**src/pkg/ppsm_map.vh**
```
`ifndef PPSM_MAP_VH
`define PPSM_MAP_VH
// Legacy game-card FM synthesizer block base and size
`define PPSM_LEGACY_FM_BASE 10'h388
`define PPSM_FM_SPAN 10'h008
// Peripheral window sizes
`define PPSM_SPAN_NARROW 10'h004
`define PPSM_SPAN_WIDE 10'h008
// Reset values of polarity bits
`define PPSM_SYNTH_POL_RST 1'b0
`define PPSM_CD_POL_RST 1'b1
`define PPSM_MODEM_POL_RST 1'b0
// Default alternate CDROM span minus one
`define PPSM_ALT_SPAN_RST 3'h0
// Data bit shared with floppy controller
`define PPSM_SHARED_BIT 7
`endif

```
**src/logic/ppsm_port_mux.v**
```verilog
`timescale 1ns/1ps
`include "ppsm_map.vh"
module ppsm_port_mux #(
  parameter AW = 10,
  parameter DW = 8
) (
  input wire i_clock,
  input wire i_rst_b,
  input wire [AW-1:0] i_host_addr,
  input wire i_host_rd_b,
  input wire i_host_wr_b,
  input wire [DW-1:0] i_host_data,
  input wire [AW-1:0] i_synth_base,
  input wire [AW-1:0] i_cd_base_a,
  input wire [AW-1:0] i_alt_cd_base,
  input wire [AW-1:0] i_modem_base,
  input wire [2:0] i_alt_cd_span_m1,
  input wire i_ext_synth_enable,
  input wire i_addr_bit2_enable,
  input wire i_vol_ctrl_enable,
  input wire i_synth_irq_polarity,
  input wire i_cd_irq_polarity,
  input wire i_modem_irq_polarity,
  input wire i_alt_cd_bit7_disable,
  input wire i_host_data_drive_disable,
  input wire i_serial_port_enable,
  input wire i_serial_port_pin_select,
  input wire i_general_ctrl_out0,
  input wire i_general_ctrl_out1,
  input wire i_vol_down,
  input wire i_periph_read_strobe_strap,
  input wire i_periph_write_strobe_strap,
  input wire i_synth_irq_pin,
  input wire i_cd_irq_pin,
  input wire i_cd_dma_request_pin,
  input wire i_modem_irq_pin,
  input wire [DW-1:0] i_periph_data,
  input wire i_part_reset,
  output reg [DW-1:0] o_host_data,
  output reg o_host_data_oe,
  output reg [DW-1:0] o_periph_data,
  output reg o_periph_data_oe,
  output reg [2:0] o_periph_addr,
  output reg o_periph_addr2_is_addr,
  output reg o_periph_read_strobe_b,
  output reg o_periph_write_strobe_b,
  output reg o_periph_reset,
  output reg o_synth_chip_select_b,
  output reg o_shared_pin,
  output reg o_shared_pin_oe,
  output reg o_cd_pins_are_upper_addr,
  output reg o_cd_chip_select_b,
  output reg o_cd_dma_ack_b,
  output reg o_modem_chip_select_b,
  output reg o_modem_pins_active,
  output reg o_alt_cd_active,
  output reg o_synth_irq,
  output reg o_cd_irq,
  output reg o_cd_dma_request,
  output reg o_modem_irq
);

  // ****************************************
  // Input synchronisers
  // ****************************************
  localparam NS = AW + 2*DW + 10;
  // Idle levels: host strobes high, all else low
  localparam [NS-1:0] SYNC_IDLE = {{(AW+2*DW){1'b0}}, 2'h3, 8'h00};
  wire [NS-1:0] raw_in;
  reg [NS-1:0] meta_r;
  reg [NS-1:0] sync_r;
  assign raw_in = {i_host_addr, i_host_data, i_periph_data, i_host_rd_b, i_host_wr_b,
                   i_periph_read_strobe_strap, i_periph_write_strobe_strap,
                   i_synth_irq_pin, i_cd_irq_pin, i_cd_dma_request_pin,
                   i_modem_irq_pin, i_vol_down, i_part_reset};

  // Two-stage capture of pin inputs
  always @(posedge i_clock) begin
    if (!i_rst_b) begin
      meta_r <= SYNC_IDLE;
      sync_r <= SYNC_IDLE;
    end else begin
      meta_r <= raw_in;
      sync_r <= meta_r;
    end
  end

  wire [AW-1:0] s_addr = sync_r[NS-1 -: AW];
  wire [DW-1:0] s_hdata = sync_r[NS-AW-1 -: DW];
  wire [DW-1:0] s_pdata = sync_r[NS-AW-DW-1 -: DW];
  wire s_rd_b = sync_r[9];
  wire s_wr_b = sync_r[8];
  wire s_rd_strap = sync_r[7];
  wire s_wr_strap = sync_r[6];
  wire s_synth_irq = sync_r[5];
  wire s_cd_irq = sync_r[4];
  wire s_cd_drq = sync_r[3];
  wire s_modem_irq = sync_r[2];
  wire s_vol_down = sync_r[1];
  wire s_part_reset = sync_r[0];

  // Range check used by every decoder
  function in_range;
    input [AW-1:0] addr;
    input [AW-1:0] base;
    input [AW-1:0] span;
    reg [AW:0] off;
    begin
      off = {1'b0, addr} - {1'b0, base};
      in_range = (addr >= base) && (off < {1'b0, span});
    end
  endfunction

  // ****************************************
  // Straps and sticky pin conversions
  // ****************************************
  reg strap_seen_r;
  reg [1:0] settle_r;
  reg cd_mode_r;
  reg synth_irq_mode_r;
  reg modem_mode_r;
  reg alt_cd_mode_r;

  // Straps caught once, third edge after release, once synchronisers hold pin levels
  always @(posedge i_clock) begin
    if (!i_rst_b) begin
      strap_seen_r <= 1'b0;
      settle_r <= 2'h0;
      cd_mode_r <= 1'b0;
      synth_irq_mode_r <= 1'b0;
    end else begin
      settle_r <= {settle_r[0], 1'b1};
      if (!strap_seen_r && settle_r[1]) begin
        strap_seen_r <= 1'b1;
        cd_mode_r <= !s_rd_strap;
        synth_irq_mode_r <= !s_wr_strap;
      end
    end
  end

  // Conversions hold until i_rst_b; part reset does not clear them
  always @(posedge i_clock) begin
    if (!i_rst_b) begin
      modem_mode_r <= 1'b0;
      alt_cd_mode_r <= 1'b0;
    end else begin
      if (cd_mode_r && i_modem_base != {AW{1'b0}})
        modem_mode_r <= 1'b1;
      if (!i_vol_ctrl_enable && i_alt_cd_base != {AW{1'b0}})
        alt_cd_mode_r <= 1'b1;
    end
  end

  // ****************************************
  // Address decode
  // ****************************************
  wire rd_act = !s_rd_b;
  wire wr_act = !s_wr_b;
  wire strobe = rd_act || wr_act;
  wire [AW-1:0] pspan = i_addr_bit2_enable ? `PPSM_SPAN_WIDE : `PPSM_SPAN_NARROW;
  wire [AW-1:0] alt_span = {{(AW-3){1'b0}}, i_alt_cd_span_m1} + {{(AW-1){1'b0}}, 1'b1};
  wire hit_synth = i_ext_synth_enable &&
                   (in_range(s_addr, i_synth_base, `PPSM_FM_SPAN) ||
                    in_range(s_addr, `PPSM_LEGACY_FM_BASE, `PPSM_FM_SPAN));
  wire hit_cd = cd_mode_r && in_range(s_addr, i_cd_base_a, pspan);
  wire hit_modem = modem_mode_r && in_range(s_addr, i_modem_base, pspan);
  wire hit_alt = alt_cd_mode_r && !i_vol_ctrl_enable && in_range(s_addr, i_alt_cd_base, alt_span);
  wire alt_plus1 = hit_alt && (s_addr == i_alt_cd_base + {{(AW-1){1'b0}}, 1'b1});
  wire hit_any = hit_synth || hit_cd || hit_modem || hit_alt;
  wire serial_on_pdata = i_serial_port_enable && i_serial_port_pin_select;
  wire no_drive = i_host_data_drive_disable || serial_on_pdata;

  // ****************************************
  // Registered outputs
  // ****************************************
  always @(posedge i_clock) begin
    if (!i_rst_b) begin
      o_host_data <= {DW{1'b0}};
      o_host_data_oe <= 1'b0;
      o_periph_data <= {DW{1'b0}};
      o_periph_data_oe <= 1'b0;
      o_periph_addr <= 3'h0;
      o_periph_addr2_is_addr <= 1'b0;
      o_periph_read_strobe_b <= 1'b1;
      o_periph_write_strobe_b <= 1'b1;
      o_periph_reset <= 1'b1;
      o_synth_chip_select_b <= 1'b1;
      o_shared_pin <= 1'b0;
      o_shared_pin_oe <= 1'b0;
      o_cd_pins_are_upper_addr <= 1'b1;
      o_cd_chip_select_b <= 1'b1;
      o_cd_dma_ack_b <= 1'b1;
      o_modem_chip_select_b <= 1'b1;
      o_modem_pins_active <= 1'b0;
      o_alt_cd_active <= 1'b0;
      o_synth_irq <= 1'b0;
      o_cd_irq <= 1'b0;
      o_cd_dma_request <= 1'b0;
      o_modem_irq <= 1'b0;
    end else begin
      o_periph_reset <= s_part_reset;
      o_periph_read_strobe_b <= !(rd_act && hit_any);
      o_periph_write_strobe_b <= !(wr_act && hit_any);
      o_periph_data <= s_hdata;
      o_periph_data_oe <= wr_act && hit_any && !serial_on_pdata;
      o_periph_addr2_is_addr <= i_addr_bit2_enable;
      o_periph_addr <= {i_addr_bit2_enable ? s_addr[2] : i_general_ctrl_out0, s_addr[1:0]};
      o_synth_chip_select_b <= !(strobe && hit_synth);
      o_cd_chip_select_b <= !(strobe && hit_cd);
      o_modem_chip_select_b <= !(strobe && hit_modem);
      o_cd_dma_ack_b <= 1'b1;
      o_cd_pins_are_upper_addr <= !cd_mode_r;
      o_modem_pins_active <= modem_mode_r;
      o_alt_cd_active <= alt_cd_mode_r && !i_vol_ctrl_enable;
      o_host_data <= s_pdata;
      o_host_data_oe <= rd_act && hit_any && !no_drive &&
                        !(alt_plus1 && i_alt_cd_bit7_disable);
      if (i_vol_ctrl_enable) begin
        o_shared_pin <= s_vol_down;
        o_shared_pin_oe <= 1'b0;
      end else if (alt_cd_mode_r) begin
        o_shared_pin <= !(strobe && hit_alt);
        o_shared_pin_oe <= 1'b1;
      end else if (synth_irq_mode_r) begin
        o_shared_pin <= 1'b1;
        o_shared_pin_oe <= 1'b0;
      end else begin
        o_shared_pin <= i_general_ctrl_out1;
        o_shared_pin_oe <= 1'b1;
      end
      o_synth_irq <= synth_irq_mode_r && !i_vol_ctrl_enable && !alt_cd_mode_r &&
                     (s_synth_irq == i_synth_irq_polarity);
      o_cd_irq <= cd_mode_r && (s_cd_irq == i_cd_irq_polarity);
      o_cd_dma_request <= cd_mode_r && !modem_mode_r && s_cd_drq;
      o_modem_irq <= modem_mode_r && (s_modem_irq == i_modem_irq_polarity);
    end
  end

endmodule

```
**config.mk**
```make
export PLATFORM = sky130hd
export DESIGN_NAME = ppsm_port_mux
export DESIGN_NICKNAME = d
export VERILOG_FILES = /design/src/logic/ppsm_port_mux.v
export VERILOG_INCLUDE_DIRS = /design/src /design/src/pkg
export SDC_FILE = /design/constraint.sdc
export NUM_CORES = 1
export LEC_CHECK = 0
export ABC_AREA = 1
export BUFFER_PORTS_ARGS = -buffer_cell sky130_fd_sc_hd__buf_2
export CORE_MARGIN = 4
export CORE_UTILIZATION = 52
export CTS_CLUSTER_SIZE = 8
export DETAILED_ROUTE_END_ITERATION = 8
export GPL_TIMING_DRIVEN = 0
export PLACE_DENSITY = 0.86
export REMOVE_ABC_BUFFERS = 1
export SLEW_MARGIN = 20
export SYNTH_ARGS = -nofsm -noshare
export SYNTH_HDL_FRONTEND = slang
export SYNTH_SLANG_ARGS = --single-unit
```
**constraint.sdc**
```tcl
create_clock -name i_clock -period 6.1 [get_ports i_clock]
set_clock_uncertainty 0.05 [all_clocks]
set_input_delay 0 -clock i_clock [delete_from_list [all_inputs] [get_ports i_clock]]
set_output_delay 0 -clock i_clock [all_outputs]
set_load 0.05 [all_outputs]
```
## Word level (Yosys, flattened, before mapping)

Index checks and enable logic that the tools add are counted.

- Bits in registers: 116
- Word-level logic and storage cells: 119

- Bitwise operators: 1
- Multiplexer cells: 8
- Magnitude comparators: 10
- Reductions and logical operators: 59
- Eq/ne operators: 4
- Add/sub/neg operators: 7

Operators with widths:

| cell | number |
|---|---|
| subtractor 10 x 10 -> 11 bit | 4 |
| >= comparator 10 bit | 4 |
| less-than comparator 11 x 4 -> 1 bit | 3 |
| logical AND 1 bit | 32 |
| less-than comparator 11 x 4 -> 1 bit, second input constant | 2 |
| nonzero test 10 bit | 2 |
| logical NOT 1 bit | 18 |
| subtractor 10 x 10 -> 11 bit, second input constant | 1 |
| adder 10 x 1 -> 10 bit, second input constant | 1 |
| == test 10 bit | 1 |
| >= comparator 10 bit, second input constant | 1 |
| two-way mux 1 bit | 7 |
| logical OR 1 bit | 6 |
| adder 3 x 1 -> 4 bit, second input constant | 1 |
| two-way mux 4 bit | 1 |
| == test 1 bit | 3 |
| OR reduction 2 bit | 1 |
| inverter 1 bit | 1 |

## Logic depth before layout (Yosys ltp)

- Word-level depth: 11
- Gate-level depth with buffers: 19
- Mapped depth without buffers: 19

## Worst setup path after synthesis

No wires, ideal clock.

- Path type: reg-to-reg
- From: register sync_r[26]
- To: register o_periph_read_strobe_b
- Slack: 3.637 ns
- Path buffers: 0
- Period minus slack after synthesis: 2.463 ns
- Stages on the path, launching flop included: 19
- Arrival: 2.284 ns
- Cells stage by stage: dfxtp_1 inv_1 ha_1 inv_1 fa_1 xor2_1 ha_1 a21oi_1 o21ai_0 nand2_1 nand2_1 inv_1 nand2_1 nor2_1 nand3_1 nor2_2 nor2_1 nand3_2 nand3_1

- Word-level cells in the longest chain between the ends: 10
- Elaborated cells between the ends (all ways): 30

Ends and longest elaborated chain:

| what | line | source |
|---|---|---|
| start: declaration | ppsm_port_mux.v:71 | `reg [NS-1:0] sync_r;` |
| start signal: assignment | ppsm_port_mux.v:84 | `sync_r <= meta_r;` |
| subtractor 10 x 10 -> 11 bit | ppsm_port_mux.v:109 | `off = {1'b0, addr} - {1'b0, base};` |
| less-than comparator 11 x 4 -> 1 bit | ppsm_port_mux.v:110 | `in_range = (addr >= base) && (off < {1'b0, span});` |
| logical AND 1 bit | ppsm_port_mux.v:110 |  |
| logical OR 1 bit | ppsm_port_mux.v:163 | `` (in_range(s_addr, i_synth_base, `PPSM_FM_SPAN) \|\| `` |
| logical AND 1 bit | ppsm_port_mux.v:162 | `wire hit_synth = i_ext_synth_enable &&` |
| logical OR 1 bit (2 in a row) | ppsm_port_mux.v:169 | `wire hit_any = hit_synth \|\| hit_cd \|\| hit_modem \|\| hit_alt;` |
| logical OR 1 bit * | ppsm_port_mux.v:169 |  |
| logical AND 1 bit * | ppsm_port_mux.v:202 | `o_periph_read_strobe_b <= !(rd_act && hit_any);` |
| logical NOT 1 bit * | ppsm_port_mux.v:202 |  |
| end signal: assignment | ppsm_port_mux.v:202 |  |
| end: declaration | ppsm_port_mux.v:45 | `output reg o_periph_read_strobe_b,` |

Mark *: on every way between the ends. The rest lies on a longest branch, timed or not.
A chain may end at the register's enable or synchronous reset.

## Worst setup path after layout

- From: register sync_r[26]
- To: register o_shared_pin

- Word-level cells in the longest chain between the ends: 8
- Elaborated cells between the ends (all ways): 9

Ends and longest elaborated chain:

| what | line | source |
|---|---|---|
| subtractor 10 x 10 -> 11 bit | ppsm_port_mux.v:109 |  |
| less-than comparator 11 x 4 -> 1 bit | ppsm_port_mux.v:110 |  |
| logical AND 1 bit * | ppsm_port_mux.v:110 |  |
| logical AND 1 bit * | ppsm_port_mux.v:167 | `wire hit_alt = alt_cd_mode_r && !i_vol_ctrl_enable && in_range(s_addr, i_alt_cd_base, alt_span);` |
| logical AND 1 bit * | ppsm_port_mux.v:222 | `o_shared_pin <= !(strobe && hit_alt);` |
| logical NOT 1 bit * | ppsm_port_mux.v:222 |  |
| two-way mux 1 bit * | ppsm_port_mux.v:221 | `end else if (alt_cd_mode_r) begin` |
| two-way mux 1 bit * | ppsm_port_mux.v:218 | `if (i_vol_ctrl_enable) begin` |
| end signal: assignment | ppsm_port_mux.v:219 | `o_shared_pin <= s_vol_down;` |
| end signal: assignment | ppsm_port_mux.v:222 |  |
| end signal: assignment | ppsm_port_mux.v:228 | `o_shared_pin <= i_general_ctrl_out1;` |
| end: declaration | ppsm_port_mux.v:49 | `output reg o_shared_pin,` |

Marks and branches as above.

==> flow_metrics.tcl <==
set metrics [dict create \
    synthTopCellsByArea "sky130_fd_sc_hd__dfxtp_1 (37%), sky130_fd_sc_hd__nand2_1 (16%), sky130_fd_sc_hd__inv_1 (14%), sky130_fd_sc_hd__ha_1 (9.7%), sky130_fd_sc_hd__nand3_1 (5.1%)" \
    synth_area_um2 6200 \
    outcome "completed" \
    placement.cell_area_um2 6990 \
    worst-endpoint-arrival_ns 3.81 \
    num_io_pins 131 \
    drt-initial-drc-count 414 \
    drt_first_pass_iters 6 \
    max_cap_violations 0 \
    worst_hold_start "i_modem_base[9]" \
    critPathMostFrequentCell "sky130_fd_sc_hd__nand2_1" \
    max-vdd-ir-drop_mv 0.297 \
    globalRoute.totalOverflow 0 \
    remaining_number_of_nets_flagged_by_the_antenna_check_after_routing 0 \
    min_period_ns 3.56 \
    cts_inserted_buffers 17 \
    rows 39 \
    slew_headroom_pct 66.1 \
    worst_setup_path_category "flop to flop" \
    syn_avg_cell_area_um2 6.72 \
    synth_sequential_area_ratio_pct 37.5 \
    cts_tree "built" \
    path_clk_slew_ns 0.06 \
    drt-total-wl_um 17900 \
    clock_tree.root_cell "sky130_fd_sc_hd__clkbuf_16" \
    worst-path-max-fanout 4 \
    route.detailed.wl_per_inst_um 13.9 \
    postSynth.topFlopCell "sky130_fd_sc_hd__dfxtp_1" \
    critPathLaunchType "flop" \
    syn_to_final_growth_pct 32.5 \
    finalCritPeriodShare_pct 58.4 \
    kind_of_capture_point_of_the_worst_setup_path "flop" \
    gr-usage-all-layers_pct 26.9 \
    fmaxAchievable_mhz 281 \
    worst_ep_required_time_ns 6.35 \
    buffer_ports.inserted 129 \
    number_of_warnings_issued_by_yosys 0 \
    clkLatencyLatePin_ns 0.41 \
    setup-tns-final_ns 0 \
    min_path_type "input port to flop" \
    multi_input_area_um2 2980 \
    cts.htree.levels 4 \
    finalHoldViolations 0 \
    p_leak_nw 5.02 \
    initial_utilization_pct 53.8 \
    post-cts-setup-buffer-count 0 \
    yosysUniqueCellTypes 32 \
    gp_routability_congestion 0.870 \
    setup_viol 0 \
    die_area_um2 13700 \
    area.sequential_um2 2320 \
    final_layout_size_suffix_gt1_share_pct 15.5 \
    synth_top_cell_area_share_pct 37.5 \
    slowest_delay_ns 0.55 \
    yosys_register_bits 116 \
    postSynth.asyncResetShare_pct 0 \
    edff_count_synth 0 \
    cells_after_synthesis 922 \
    rr_startpoint "sync_r[26]" \
    die_width_um 117 \
    postLayoutCellArea_um2 8210 \
    hpwl_um 11100 \
    grt_antenna_before_repair 0 \
    route.detailed.vias_per_inst 4.89 \
    global_route_wire_length_before_repair_um 28400 \
    cts.path.max_buffers 2 \
    dieHeight_um 117 \
    critPathLaunch "sync_r[26]" \
    n_antenna_cell 0 \
    ctsResizeCount 0 \
    worst_pin_slew_ns 0.507 \
    nFillCells 903 \
    cellPowerDensity_nw_per_um2 258 \
    maximum_number_of_pins_on_one_net_before_global_route_repair 54 \
    first_global_vias 6259 \
    synth.largest_area_cell "sky130_fd_sc_hd__dfxtp_1" \
    slew_viol_final 0 \
    via_count 6264 \
    cp_slowest_cell "sky130_fd_sc_hd__dlygate4sd3_1" \
    crit_path_cells "inv_1, ha_1, inv_1, fa_1, xor2_1, ha_1, a21oi_1, o21ai_0, nand2_1, nand2_1, inv_1, nand2_1, nor2_1, nand3_1, nor2_2, o21ai_0, nand2_1, a21oi_1, dlygate4sd3_1" \
    fp.coreArea_um2 11500 \
    drc 0 \
    design.final.nets 1266 \
    cts_sinks 116 \
    rsz0062_at_grt "false" \
    cts-hold-fix-buffers 65 \
]
## through the flow
step	utilization, %	instances	power [mW]	worst slack (ns)	hold WS (ns)
global route	71.3	1280	2.21	2.29	0.185
detailed placement	60.7	1183	1.13	3.12	0.133
global placement	60.5	1182	1.12	3.07	0.129
floorplan	-	910	1.03	3.64	-0.0223
CTS	71.3	1280	2.09	2.62	0.137
finish	71.3	1280	2.12	2.54	0.147
## critical path, delay by kind of cell (launching register included)
kind | cells | cell delay (ns)
adders and majority gates | 3 | 0.95
buffers and inverters | 4 | 0.90
and+or+nand+nor | 7 | 0.61
AOI/OAI and AO/OA | 4 | 0.44
DFF | 1 | 0.32
xor gates and xnor gates | 1 | 0.18
## cell type report
class,count,share of cell area [%]
multi-input cells,570,36.3
clock inverters,14,1.54
flip-flops and latches,116,28.3
inverters,224,10.2
well taps,143,2.18
repair buffers,195,16.1
clock buffers,18,5.35
## final timing paths
kind                                         endpoint  slack (ns)  cells past startpoint
worst max-delay path                     o_shared_pin        2.54                     19
worst min-delay path            o_modem_chip_select_b        0.15                      5
worst max register to register           o_shared_pin        2.54                     19
worst min register to register             sync_r[33]        0.35                      2
## logic make-up (layout without fill, tap and decap cells)
family                     count (synthesis)  count (layout)  share of synthesized area (%)
and+or+nand+nor                          447             447                           30.5
buffers and inverters                    236             451                           14.4
DFF                                      116             116                           37.5
AOI/OAI and AO/OA                         54              54                           4.95
adders and majority gates                 49              49                           10.0
xor gates and xnor gates                  19              19                           2.69
other                                      1               1                         0.0605
## synth_stat cells (3+ instances only)
cell,number
sky130_fd_sc_hd__nand2_1,272
sky130_fd_sc_hd__dfxtp_1,116
sky130_fd_sc_hd__o21ai_0,11
sky130_fd_sc_hd__or2_2,5
sky130_fd_sc_hd__nand3_1,63
sky130_fd_sc_hd__nand3b_1,4
sky130_fd_sc_hd__xnor2_1,8
sky130_fd_sc_hd__a21oi_1,27
sky130_fd_sc_hd__nor2_1,62
sky130_fd_sc_hd__nand4_1,20
sky130_fd_sc_hd__nor4_1,5
sky130_fd_sc_hd__ha_1,48
sky130_fd_sc_hd__a21o_1,4
sky130_fd_sc_hd__o21bai_1,5
sky130_fd_sc_hd__inv_1,224
sky130_fd_sc_hd__nor2_2,3
sky130_fd_sc_hd__clkbuf_1,9
sky130_fd_sc_hd__nor3_1,7
sky130_fd_sc_hd__xor2_1,11
## sequential cells by signal, indices dropped and copies added, names as in the netlist, 2 cells and up
register,count
o_periph_data,8
sync_r,36
settle_r,2
o_host_data,8
meta_r,36
o_periph_addr,3
## power by group
| group | internal [mW] | switching [mW] | total (mW) |
|---|---|---|---|
| registers | 0.790 | 0.0193 | 0.810 |
| clock network | 0.573 | 0.385 | 0.958 |
| logic | 0.141 | 0.207 | 0.348 |
## layout by cell type (no fill, tap or decap), drive strengths merged
cell type / netlist / final
o21ai: 13 / 13
inv: 224 / 228
xor2: 11 / 11
a211oi: 1 / 1
nor2: 65 / 65
buf: 3 / 130
nand2: 274 / 274
o22ai: 1 / 1
nand4: 20 / 20
conb: 1 / 1
xnor2: 8 / 8
o21bai: 5 / 5
or2: 6 / 6
ha: 48 / 48
bufinv: 0 / 1
dlygate4sd3: 0 / 65
a21o: 4 / 4
nor3: 7 / 7
nor3b: 1 / 1
clkinv: 0 / 4
clkinvlp: 0 / 5
o21a: 1 / 1
clkbuf: 9 / 18
nand3: 65 / 65
a21oi: 29 / 29
dfxtp: 116 / 116
nand3b: 4 / 4
nor4: 5 / 5
fa: 1 / 1
## per-layer routing
layer | GRT usage [%] | routed length [um] | up-vias
met2 | 48.2 | 8900 | 248
met5 | 0 | 0 | -
met3 | 7.25 | 1220 | 62
met4 | 12.8 | 680 | 0
li1 | - | - | 3187
met1 | 29.4 | 7060 | 2767
Power figures use the tool's default switching activity.
